**src/core/coc_pkg.sv**
```systemverilog
// shared constants and types of the curtain output and configuration control block
package coc_pkg;
  // ----------------------------------------------------------------
  // clock and timing
  // ----------------------------------------------------------------
  localparam int unsigned CLK_HZ        = 40_000_000;
  localparam int unsigned CLK_PER_MS    = CLK_HZ / 1000;
  localparam int unsigned RST_MIN_MS    = 250;
  localparam int unsigned RST_MAX_MS    = 2000;
  // CLK_PER_MS is a whole count, so both limits convert exactly without rounding
  localparam int unsigned RST_MIN_CYC   = RST_MIN_MS * CLK_PER_MS;
  localparam int unsigned RST_MAX_CYC   = RST_MAX_MS * CLK_PER_MS;
  localparam int unsigned RST_CNT_W     = 27;

  // ----------------------------------------------------------------
  // register map, word offsets in bytes
  // ----------------------------------------------------------------
  localparam logic [7:0] REG_STATE_OFS  = 8'h00;
  localparam logic [7:0] REG_INT_STAT   = 8'h04;
  localparam logic [7:0] REG_INT_MASK   = 8'h08;
  localparam logic [7:0] REG_CTRL_OFS   = 8'h0c;

  // interrupt bit positions
  localparam int unsigned INT_W         = 4;
  localparam int unsigned INT_LOCKOUT   = 0;
  localparam int unsigned INT_OUT_OFF   = 1;
  localparam int unsigned INT_MON_ERR   = 2;
  localparam int unsigned INT_RESET_OK  = 3;

  // reset values
  localparam logic [INT_W-1:0] INT_MASK_RST = 4'h0;
  localparam logic             CTRL_RST     = 1'b0;

  // ----------------------------------------------------------------
  // beam rules and configuration
  // ----------------------------------------------------------------
  localparam logic [7:0] COARSE_TOL     = 8'h02;
  localparam int unsigned CFG_W         = 5;
  localparam logic       CODE_ONE       = 1'b0;

  // ----------------------------------------------------------------
  // diagnostic display codes
  // ----------------------------------------------------------------
  localparam logic [7:0] DIAG_NONE      = 8'h00;
  localparam logic [7:0] DIAG_RESTART   = 8'h21;
  localparam logic [7:0] DIAG_BANK      = 8'h22;
  localparam logic [7:0] DIAG_CFG_CHG   = 8'h23;
  localparam logic [7:0] DIAG_MONITOR   = 8'h31;
  localparam logic [7:0] DIAG_SELFTEST  = 8'h41;

  // ----------------------------------------------------------------
  // receiver state, gray along sample-stop-run-wait-lock
  // ----------------------------------------------------------------
  typedef enum logic [2:0] {
    ST_SAMPLE = 3'h0,
    ST_STOP   = 3'h1,
    ST_RUN    = 3'h3,
    ST_WAIT   = 3'h2,
    ST_LOCK   = 3'h6
  } coc_state_e;
endpackage : coc_pkg

```
**src/core/coc_bank_cmp.sv**
```systemverilog
// equality check of two redundant switch words
`timescale 1ns/1ps
module coc_bank_cmp #(
  parameter int unsigned W = 2
) (
  input  wire logic [W-1:0] word_a,
  input  wire logic [W-1:0] word_b,
  output logic              same
);
  assign same = (word_a == word_b);
endmodule : coc_bank_cmp

```
**src/core/coc_curtain_ctrl.sv**
```systemverilog
// receiver configuration checking and safety output control
//
// Overview of operation
// - an open remote test contact stops the emitter and turns every safety output off.
// - the beam code is one or two, one by default, and must equal the paired emitter's code.
// - changing the beam code in run mode is accepted with no lockout.
// - differing redundant switch banks cause lockout at power-up.
// - disagreeing restart-mode switches show an error code on the display.
// - changing configuration switches while powered causes lockout.
// - in automatic restart the outputs turn on once checks pass and beams clear, again after each clear.
// - in latched mode the outputs stay off after power-up or blockage until a valid reset.
// - the monitor selector picks single channel, or dual-or-none by default.
// - monitor wiring that disagrees with the selector flags an error and refuses blanking.
// - the auxiliary output exists only with single-channel monitoring.
// - the auxiliary output mirrors the safety output pair.
// - coarse detection needs both switches, tolerates two blocked beams, and is off by default.
// - the push button toggles the display between normal and inverted.
// - any lockout forces the outputs off until the fault clears and a valid reset occurs.
`timescale 1ns/1ps
module coc_curtain_ctrl #(
  parameter int unsigned RST_MIN_CYC = coc_pkg::RST_MIN_CYC,
  parameter int unsigned RST_MAX_CYC = coc_pkg::RST_MAX_CYC
) (
  input  wire logic       clk_sys,
  input  wire logic       rst,
  // register port
  input  wire logic [7:0]  reg_addr,
  input  wire logic [31:0] reg_wdata,
  input  wire logic        reg_wr,
  input  wire logic        reg_rd,
  output logic [31:0]      reg_rdata,
  output logic             irq,
  // optics and self-test
  input  wire logic        test_contact_closed,
  input  wire logic [7:0]  blocked_beams,
  input  wire logic        selftest_ok,
  input  wire logic        sync_ok,
  input  wire logic        selftest_fault,
  // configuration switches
  input  wire logic        beam_code_two,
  input  wire logic        latch_bank_a,
  input  wire logic        latch_bank_b,
  input  wire logic        coarse_detection_a,
  input  wire logic        coarse_detection_b,
  input  wire logic        monitor_single_channel,
  input  wire logic        external_device_monitor_wired_single,
  input  wire logic        blank_cfg_req,
  input  wire logic        invert_button,
  input  wire logic        reset_contact_closed,
  // outputs
  output logic             emitter_enable,
  output logic             emitter_beam_code_two,
  output logic             safety_output_pair_a,
  output logic             safety_output_pair_b,
  output logic             aux_output,
  output logic             aux_output_en,
  output logic             monitor_error,
  output logic             blank_cfg_accept,
  output logic             coarse_detection_on,
  output logic             display_inverted,
  output logic [7:0]       diag_code,
  output logic             lockout
);
  // ----------------------------------------------------------------
  // declarations
  // ----------------------------------------------------------------
  coc_pkg::coc_state_e              state_reg;
  logic [coc_pkg::CFG_W-1:0]        cfg_now;
  logic [coc_pkg::CFG_W-1:0]        cfg_snap_reg;
  logic [coc_pkg::INT_W-1:0]        int_stat_reg;
  logic [coc_pkg::INT_W-1:0]        int_mask_reg;
  logic [coc_pkg::INT_W-1:0]        int_ev;
  logic [coc_pkg::INT_W-1:0]        w1c;
  logic                             soft_test_reg;
  logic                             banks_same;
  logic                             cfg_same;
  logic                             reset_valid;
  logic                             restart_same;
  logic                             beams_clear;
  logic                             beams_ok;
  logic                             latched;
  logic                             fault_now;
  logic                             outputs_on;
  logic                             outputs_on_reg;
  logic                             mon_err_reg;
  logic                             button_reg;
  logic                             code_reg;
  logic [7:0]                       lock_code_reg;

  // ----------------------------------------------------------------
  // switch checking
  // ----------------------------------------------------------------
  assign cfg_now = {monitor_single_channel, latch_bank_a, coarse_detection_a,
                    latch_bank_b, coarse_detection_b};

  coc_bank_cmp #(.W(2)) u_bank_cmp (
    .word_a (cfg_now[3:2]),
    .word_b (cfg_now[1:0]),
    .same   (banks_same)
  );

  // the beam code is left out of the snapshot so it may change live
  coc_bank_cmp #(.W(coc_pkg::CFG_W)) u_cfg_cmp (
    .word_a (cfg_now),
    .word_b (cfg_snap_reg),
    .same   (cfg_same)
  );

  coc_reset_qual #(
    .CW      (coc_pkg::RST_CNT_W),
    .MIN_CYC (RST_MIN_CYC),
    .MAX_CYC (RST_MAX_CYC)
  ) u_reset_qual (
    .clk_sys     (clk_sys),
    .rst         (rst),
    .closed      (reset_contact_closed),
    .valid_pulse (reset_valid)
  );

  assign restart_same = (latch_bank_a == latch_bank_b);
  assign latched      = cfg_snap_reg[3];
  assign fault_now    = !cfg_same || !banks_same || selftest_fault;

  // ----------------------------------------------------------------
  // beam evaluation
  // ----------------------------------------------------------------
  // coarse detection only from the snapshot, so a half-flipped pair never loosens it
  assign coarse_detection_on = cfg_snap_reg[2] && cfg_snap_reg[0];
  assign beams_clear = (blocked_beams == 8'h00)
                       || (coarse_detection_on && (blocked_beams <= coc_pkg::COARSE_TOL));
  // an open test contact looks like interrupted beams
  assign beams_ok    = beams_clear && test_contact_closed && !soft_test_reg;

  // ----------------------------------------------------------------
  // emitter side
  // ----------------------------------------------------------------
  assign emitter_enable = test_contact_closed && !soft_test_reg;

  // code follows the switch in every state, never a lockout cause
  always_ff @(posedge clk_sys) begin
    if (rst) begin
      code_reg <= coc_pkg::CODE_ONE;
    end else begin
      code_reg <= beam_code_two;
    end
  end
  assign emitter_beam_code_two = code_reg;

  // ----------------------------------------------------------------
  // configuration snapshot
  // ----------------------------------------------------------------
  always_ff @(posedge clk_sys) begin
    if (rst) begin
      cfg_snap_reg <= '0;
    end else if (state_reg == coc_pkg::ST_SAMPLE) begin
      cfg_snap_reg <= cfg_now;
    end
  end

  // ----------------------------------------------------------------
  // receiver state machine
  // ----------------------------------------------------------------
  always_ff @(posedge clk_sys) begin
    if (rst) begin
      state_reg <= coc_pkg::ST_SAMPLE;
    end else begin
      case (state_reg)
        coc_pkg::ST_SAMPLE: begin
          if (!banks_same || selftest_fault) begin
            state_reg <= coc_pkg::ST_LOCK;
          end else if (selftest_ok && sync_ok) begin
            if (latch_bank_a) begin
              state_reg <= coc_pkg::ST_WAIT;
            end else if (beams_ok) begin
              state_reg <= coc_pkg::ST_RUN;
            end else begin
              state_reg <= coc_pkg::ST_STOP;
            end
          end
        end
        coc_pkg::ST_STOP: begin
          if (fault_now) begin
            state_reg <= coc_pkg::ST_LOCK;
          end else if (beams_ok) begin
            state_reg <= coc_pkg::ST_RUN;
          end
        end
        coc_pkg::ST_RUN: begin
          if (fault_now) begin
            state_reg <= coc_pkg::ST_LOCK;
          end else if (!beams_ok) begin
            state_reg <= latched ? coc_pkg::ST_WAIT : coc_pkg::ST_STOP;
          end
        end
        coc_pkg::ST_WAIT: begin
          if (fault_now) begin
            state_reg <= coc_pkg::ST_LOCK;
          end else if (reset_valid && beams_ok) begin
            state_reg <= coc_pkg::ST_RUN;
          end
        end
        coc_pkg::ST_LOCK: begin
          // leaves only once the cause is gone and the operator resets
          if (reset_valid && !fault_now) begin
            state_reg <= (latched && beams_ok) ? coc_pkg::ST_RUN : coc_pkg::ST_STOP;
          end
        end
        default: begin
          state_reg <= coc_pkg::ST_LOCK;
        end
      endcase
    end
  end

  assign lockout    = (state_reg == coc_pkg::ST_LOCK);
  assign outputs_on = (state_reg == coc_pkg::ST_RUN) && beams_ok;

  // ----------------------------------------------------------------
  // safety and auxiliary outputs
  // ----------------------------------------------------------------
  always_ff @(posedge clk_sys) begin
    if (rst) begin
      outputs_on_reg <= 1'b0;
    end else begin
      outputs_on_reg <= outputs_on;
    end
  end

  assign safety_output_pair_a = outputs_on_reg;
  assign safety_output_pair_b = outputs_on_reg;
  assign aux_output_en        = cfg_snap_reg[4] && (state_reg != coc_pkg::ST_SAMPLE);
  assign aux_output           = aux_output_en && outputs_on_reg;

  // ----------------------------------------------------------------
  // monitor wiring check
  // ----------------------------------------------------------------
  always_ff @(posedge clk_sys) begin
    if (rst) begin
      mon_err_reg <= 1'b0;
    end else begin
      mon_err_reg <= (external_device_monitor_wired_single != monitor_single_channel);
    end
  end

  assign monitor_error    = mon_err_reg;
  assign blank_cfg_accept = blank_cfg_req && !mon_err_reg;

  // ----------------------------------------------------------------
  // display
  // ----------------------------------------------------------------
  always_ff @(posedge clk_sys) begin
    if (rst) begin
      button_reg       <= 1'b0;
      display_inverted <= 1'b0;
    end else begin
      button_reg <= invert_button;
      if (invert_button && !button_reg) begin
        display_inverted <= !display_inverted;
      end
    end
  end

  // cause of the lockout is held so the display keeps it after the switch is fixed
  always_ff @(posedge clk_sys) begin
    if (rst) begin
      lock_code_reg <= coc_pkg::DIAG_NONE;
    end else if (state_reg != coc_pkg::ST_LOCK) begin
      if (selftest_fault) begin
        lock_code_reg <= coc_pkg::DIAG_SELFTEST;
      end else if (!banks_same) begin
        lock_code_reg <= coc_pkg::DIAG_BANK;
      end else begin
        lock_code_reg <= coc_pkg::DIAG_CFG_CHG;
      end
    end
  end

  always_ff @(posedge clk_sys) begin
    if (rst) begin
      diag_code <= coc_pkg::DIAG_NONE;
    end else if (!restart_same) begin
      diag_code <= coc_pkg::DIAG_RESTART;
    end else if (lockout) begin
      diag_code <= lock_code_reg;
    end else if (mon_err_reg) begin
      diag_code <= coc_pkg::DIAG_MONITOR;
    end else begin
      diag_code <= coc_pkg::DIAG_NONE;
    end
  end

  // ----------------------------------------------------------------
  // interrupts
  // ----------------------------------------------------------------
  assign int_ev[coc_pkg::INT_LOCKOUT]  = (state_reg != coc_pkg::ST_LOCK) && fault_now
                                         && (state_reg != coc_pkg::ST_SAMPLE);
  assign int_ev[coc_pkg::INT_OUT_OFF]  = outputs_on_reg && !outputs_on;
  assign int_ev[coc_pkg::INT_MON_ERR]  = !mon_err_reg
                                         && (external_device_monitor_wired_single
                                             != monitor_single_channel);
  assign int_ev[coc_pkg::INT_RESET_OK] = reset_valid;

  assign w1c = (reg_wr && (reg_addr == coc_pkg::REG_INT_STAT))
               ? reg_wdata[coc_pkg::INT_W-1:0] : '0;

  // a new event beats a clear in the same cycle
  always_ff @(posedge clk_sys) begin
    if (rst) begin
      int_stat_reg <= '0;
    end else begin
      int_stat_reg <= (int_stat_reg & ~w1c) | int_ev;
    end
  end

  assign irq = |(int_stat_reg & int_mask_reg);

  // ----------------------------------------------------------------
  // register port
  // ----------------------------------------------------------------
  always_ff @(posedge clk_sys) begin
    if (rst) begin
      int_mask_reg  <= coc_pkg::INT_MASK_RST;
      soft_test_reg <= coc_pkg::CTRL_RST;
    end else if (reg_wr) begin
      if (reg_addr == coc_pkg::REG_INT_MASK) begin
        int_mask_reg <= reg_wdata[coc_pkg::INT_W-1:0];
      end else if (reg_addr == coc_pkg::REG_CTRL_OFS) begin
        soft_test_reg <= reg_wdata[0];
      end
    end
  end

  always_ff @(posedge clk_sys) begin
    if (rst) begin
      reg_rdata <= '0;
    end else if (!reg_rd) begin
      reg_rdata <= '0;
    end else if (reg_addr == coc_pkg::REG_STATE_OFS) begin
      reg_rdata <= {8'h00, diag_code, 3'h0, cfg_snap_reg, mon_err_reg, code_reg,
                    display_inverted, outputs_on_reg, lockout, state_reg};
    end else if (reg_addr == coc_pkg::REG_INT_STAT) begin
      reg_rdata <= {28'h0000000, int_stat_reg};
    end else if (reg_addr == coc_pkg::REG_INT_MASK) begin
      reg_rdata <= {28'h0000000, int_mask_reg};
    end else if (reg_addr == coc_pkg::REG_CTRL_OFS) begin
      reg_rdata <= {31'h00000000, soft_test_reg};
    end else begin
      reg_rdata <= '0;
    end
  end
endmodule : coc_curtain_ctrl

```
**src/core/coc_reset_qual.sv**
```systemverilog
// monitored open-closed-open reset switch qualifier
`timescale 1ns/1ps
module coc_reset_qual #(
  parameter int unsigned CW      = 27,
  parameter int unsigned MIN_CYC = 10,
  parameter int unsigned MAX_CYC = 80
) (
  input  wire logic clk_sys,
  input  wire logic rst,
  input  wire logic closed,
  output logic      valid_pulse
);
  localparam logic [CW-1:0] MIN_V = CW'(MIN_CYC);
  localparam logic [CW-1:0] MAX_V = CW'(MAX_CYC);

  logic [CW-1:0] cnt_reg;
  logic          closed_reg;
  logic          seen_open_reg;

  // counter saturates just past the limit so a held switch never wraps
  always_ff @(posedge clk_sys) begin
    if (rst) begin
      cnt_reg <= '0;
    end else if (!closed) begin
      cnt_reg <= '0;
    end else if (cnt_reg <= MAX_V) begin
      cnt_reg <= cnt_reg + CW'(1);
    end
  end

  // a switch closed at power-up must open first: tied-down buttons never reset
  always_ff @(posedge clk_sys) begin
    if (rst) begin
      closed_reg    <= 1'b0;
      seen_open_reg <= 1'b0;
    end else begin
      closed_reg <= closed;
      if (!closed) begin
        seen_open_reg <= 1'b1;
      end
    end
  end

  always_ff @(posedge clk_sys) begin
    if (rst) begin
      valid_pulse <= 1'b0;
    end else begin
      valid_pulse <= closed_reg && !closed && seen_open_reg
                     && (cnt_reg >= MIN_V) && (cnt_reg <= MAX_V);
    end
  end
endmodule : coc_reset_qual

```
**config.mk**
```make
export PLATFORM = sky130hd
export DESIGN_NAME = coc_curtain_ctrl
export DESIGN_NICKNAME = d
export VERILOG_FILES = /design/src/core/coc_pkg.sv /design/src/core/coc_bank_cmp.sv /design/src/core/coc_curtain_ctrl.sv /design/src/core/coc_reset_qual.sv
export SDC_FILE = /design/constraint.sdc
export NUM_CORES = 1
export LEC_CHECK = 0
export CORE_MARGIN = 5
export CORE_UTILIZATION = 49
export CTS_CLUSTER_DIAMETER = 100
export DETAILED_ROUTE_END_ITERATION = 10
export DONT_BUFFER_PORTS = 1
export GPL_TIMING_DRIVEN = 0
export PLACE_DENSITY_LB_ADDON = 0.2
export SYNTH_ARGS = -nofsm -noshare
export SYNTH_HDL_FRONTEND = slang
export SYNTH_HIERARCHICAL = 1
export SYNTH_SLANG_ARGS = --single-unit
```
**constraint.sdc**
```tcl
create_clock -name clk_sys -period 2.3 [get_ports clk_sys]
set_clock_uncertainty 0.1 [all_clocks]
set_input_delay 0.115 -clock clk_sys [delete_from_list [all_inputs] [get_ports clk_sys]]
set_output_delay 0.115 -clock clk_sys [all_outputs]
set_load 0.01 [all_outputs]
```
==> metrics.yaml <==
outcome: "finished, violations left"
violations: "setup timing"
antenna_found_initial: 0
slew-limit-headroom: 0.4835
diodes: 0
rsz0062_at_grt: "yes"
p_leak_uw: 0.001806
worstPathRequired_ns: 2.49
port_buffers: 0
cp.arrival_ns: 2.52
core-area_sq_um: 7647
start_util: 0.4956
nets: 576
ys_warn_count: 6
clock.fmax_mhz: 429.3
synthesis.area_sq_um: 3790
synth_area_leader_cell: "dfxtp_1"
die_area_sq_um: 9593
vias: 3367
cp_slowest_cell: "or4_4"
synthArstFlopShare: 0
r2r_start: "u_reset_qual/cnt_reg[12]"
powerDensity_nw_per_um2: 609.2
cts_buffers: 9
min_path_type: "in -> reg"
setup_violations: 1
grt_use_total: 0.1933
synth_cells: 439
htree_levels: 3
cts_buffer_depth: 2
avgViaCountPerCell: 5.475
crit_path_start_kind: "flip-flop"
die_x_um: 97.95
drive_above_1_share: 0.2105
cp_max_fo: 5
synth-main-ff-cell: "dfxtp_1"
synth-edff-count: 0
grt_pass1_vias: 3065
rrSetupSlack_ns: -0.03
syn2layout_area_growth_pct: 24.83
clk_pin_slew_worst_paths_ns: 0.08
peakVddDrop_mv: 0.3632
cp-end-kind: "flip-flop"
max_stage_delay_ns: 0.44
worstHoldStart: "latch_bank_a"
dp_hpwl_um: 6394
maxCapViolations: 0
rows: 32
clock-sinks: 78
tightest_slew_ns: 0.7688
wirelength_um: 9654
hold_viol_final: 0
netlist-cell-type-count: 65
drc: 0
critPathKind: "reg -> reg"
grt-ovfl-total: 0
ys_seq_elements: 78
yosys-top-cells-area: "dfxtp_1, a21oi_1, nand2_1"
finalSetupTns_ns: -0.02940
dieHeight_um: 97.95
avgSynthCellArea_sq_um: 8.633
clockRootBuffer: "clkbuf_8"
grt_pass1_wl_um: 15240
path_buf_inv: 2
post-route-cell-area_sq_um: 4731
path_common_cell: "buf_6"
dp_slack_ns: -0.1804
first_pass_iters: 4
routedWlPerCell_um: 15.70
hold_path_end: "state_reg[0]"
worst_skew_pair.late_latency_ns: 0.36
fin_crit_sh: 1.013
slew_viol_final: 0
multi_input_area_sq_um: 2126
rr_worst_depth: 8
cts_tree: "yes"
largest_reg_flops: 27
io_pins: 118
fill_cells: 684
timing.final.ws_setup_ns: -0.02940
path_delay_family: "simple AND/OR/NAND/NOR gates"
synth_top_area_share: 0.4120
worstPathCellList: "buf_6 -> nand4_1 -> or4_4 -> o32ai_4 -> buf_6 -> o211ai_4 -> or3_1 -> a21oi_2"
post_dp_cell_area_sq_um: 3978
grt_max_degree: 16
r2r_end: "u_reset_qual/cnt_reg[19]"
seq_area_sq_um: 1584
antenna_left: 0
hold_path_depth: 3
post-route-min-period_ns: 2.329
dr.first_iter.drc_count: 100
place.gp.congestion: 0.9111
seq_area_frac_synth: 0.4120
final_core_util: 0.6186
[final cells by class]
| cell class | instances | share of cell area |
|---|---|---|
| clock inverter | 7 | 0.02169 |
| sequential | 78 | 0.3348 |
| clock buffer | 9 | 0.02618 |
| multi-input combinational | 325 | 0.4494 |
| buffer | 34 | 0.04655 |
| tap | 102 | 0.02698 |
| inverter | 17 | 0.01349 |
| timing repair buffer | 43 | 0.08093 |
[worst max path at each step]
| stage | slack (ns) | cells past startpoint | from | endpoint |
|---|---|---|---|---|
| 6_report | -0.03 | 8 | u_reset_qual/cnt_reg[12] | u_reset_qual/cnt_reg[19] |
| 5_1_grt | -0.08 | 8 | u_reset_qual/cnt_reg[12] | u_reset_qual/cnt_reg[19] |
| 4_1_cts | -0.01 | 8 | u_reset_qual/cnt_reg[12] | u_reset_qual/cnt_reg[6] |
| 3_5_place_dp | -0.18 | 7 | u_reset_qual/cnt_reg[12] | u_reset_qual/cnt_reg[9] |
| 3_3_place_gp | -0.17 | 7 | u_reset_qual/cnt_reg[12] | u_reset_qual/cnt_reg[9] |
| 2_1_floorplan | 0.06 | 8 | u_reset_qual/cnt_reg[12] | u_reset_qual/cnt_reg[6] |
[synthesized netlist by cell type (2+ instances only)]
cell and instances:
dfxtp_1 78, nand2_1 41, nor2_1 34, a21oi_1 31, buf_4 18, nand3_1 18, and2_1 16, inv_1 15
clkbuf_1 13, nor3_1 13, or3_1 11, xnor2_1 11, nor2b_1 10, o21ai_1 10, xor2_1 10, and3_1 9
o21ai_0 8, mux2i_1 7, nand4_1 7, o211ai_1 7, or4_1 5, nand2b_1 4, nor4_1 4, o31ai_1 4
o221a_2 3, o41ai_1 3, a22oi_1 2, buf_2 2, buf_6 2, ha_1 2, inv_2 2, nand3b_1 2
nor4b_1 2, o211a_1 2, o211ai_2 2, or4_4 2
[routing by layer]
layer | wire, um | vias up | track usage
met3 | 644 | 22 | 0.07286
li1 | - | 1674 | -
met1 | 3997 | 1559 | 0.2284
met2 | 4818 | 112 | 0.3314
met5 | 0 | - | 0
met4 | 193 | 0 | 0.04792
[cell families (layout without fill, tap and decap cells)]
kind of cell	count (synthesis)	count (layout)	share of synthesized area
flops	78	78	0.4120
mux	7	7	0.01849
compound gates	91	92	0.1773
xor+xnor	21	21	0.04853
fa+ha+maj	2	2	0.006602
buf+inv	53	110	0.07527
simple gates	186	186	0.2608
other cells	1	17	0.0009895
[power breakdown]
| part | internal, uW | switching, uW |
|---|---|---|
| sequential | 1380 | 31.7 |
| clock | 628 | 546 |
| combinational | 128 | 164 |
| total | 2140 | 742 |
[cell usage in the layout, fill, tap and decap left out, types with 4 or more instances in the layout]
master / instances
nor2b_1: 10
o211ai_1: 7
or4_4: 4
buf_4: 36
nor3_1: 11
a21oi_1: 28
nand4_1: 7
dfxtp_2: 6
dfxtp_4: 4
xnor2_1: 11
clkbuf_1: 11
nor2_1: 34
o21ai_0: 8
o31ai_1: 4
or3_1: 9
nand2_1: 40
inv_1: 13
o21ai_1: 9
nand2b_1: 4
and2_1: 16
mux2i_1: 7
xor2_1: 10
buf_6: 5
nor4_1: 4
conb_1: 17
clkbuf_8: 9
dfxtp_1: 68
dlygate4sd3_1: 22
inv_2: 4
nand3_1: 17
and3_1: 9
[repair_timing]
action,4_1_cts,5_1_grt
pin swaps,4,10
buffers inserted,4,17
setup endpoints to repair,16,18
gates cloned,0,1
hold buffers,22,0
gates resized for setup,11,31
hold endpoints to repair,34,0
[worst register-to-register path, stage by stage, from the launching register on]
cell and delay, ns:
dfxtp_2 0.33, buf_6 0.10, nand4_1 0.09, or4_4 0.44, o32ai_4 0.36, buf_6 0.19
o211ai_4 0.12, or3_1 0.41, a21oi_2 0.13
[per-stage QoR]
step	hold slack (ns)	instances	total power (uW)
after global routing	0.02345	615	3037
after CTS	0.0003059	598	2910
after global placement	0.08679	557	1683
after detailed placement	0.08889	557	1689
final	0.02234	615	2882
after floorplan	0.08407	455	1639
Power figures use the tool's default switching activity.
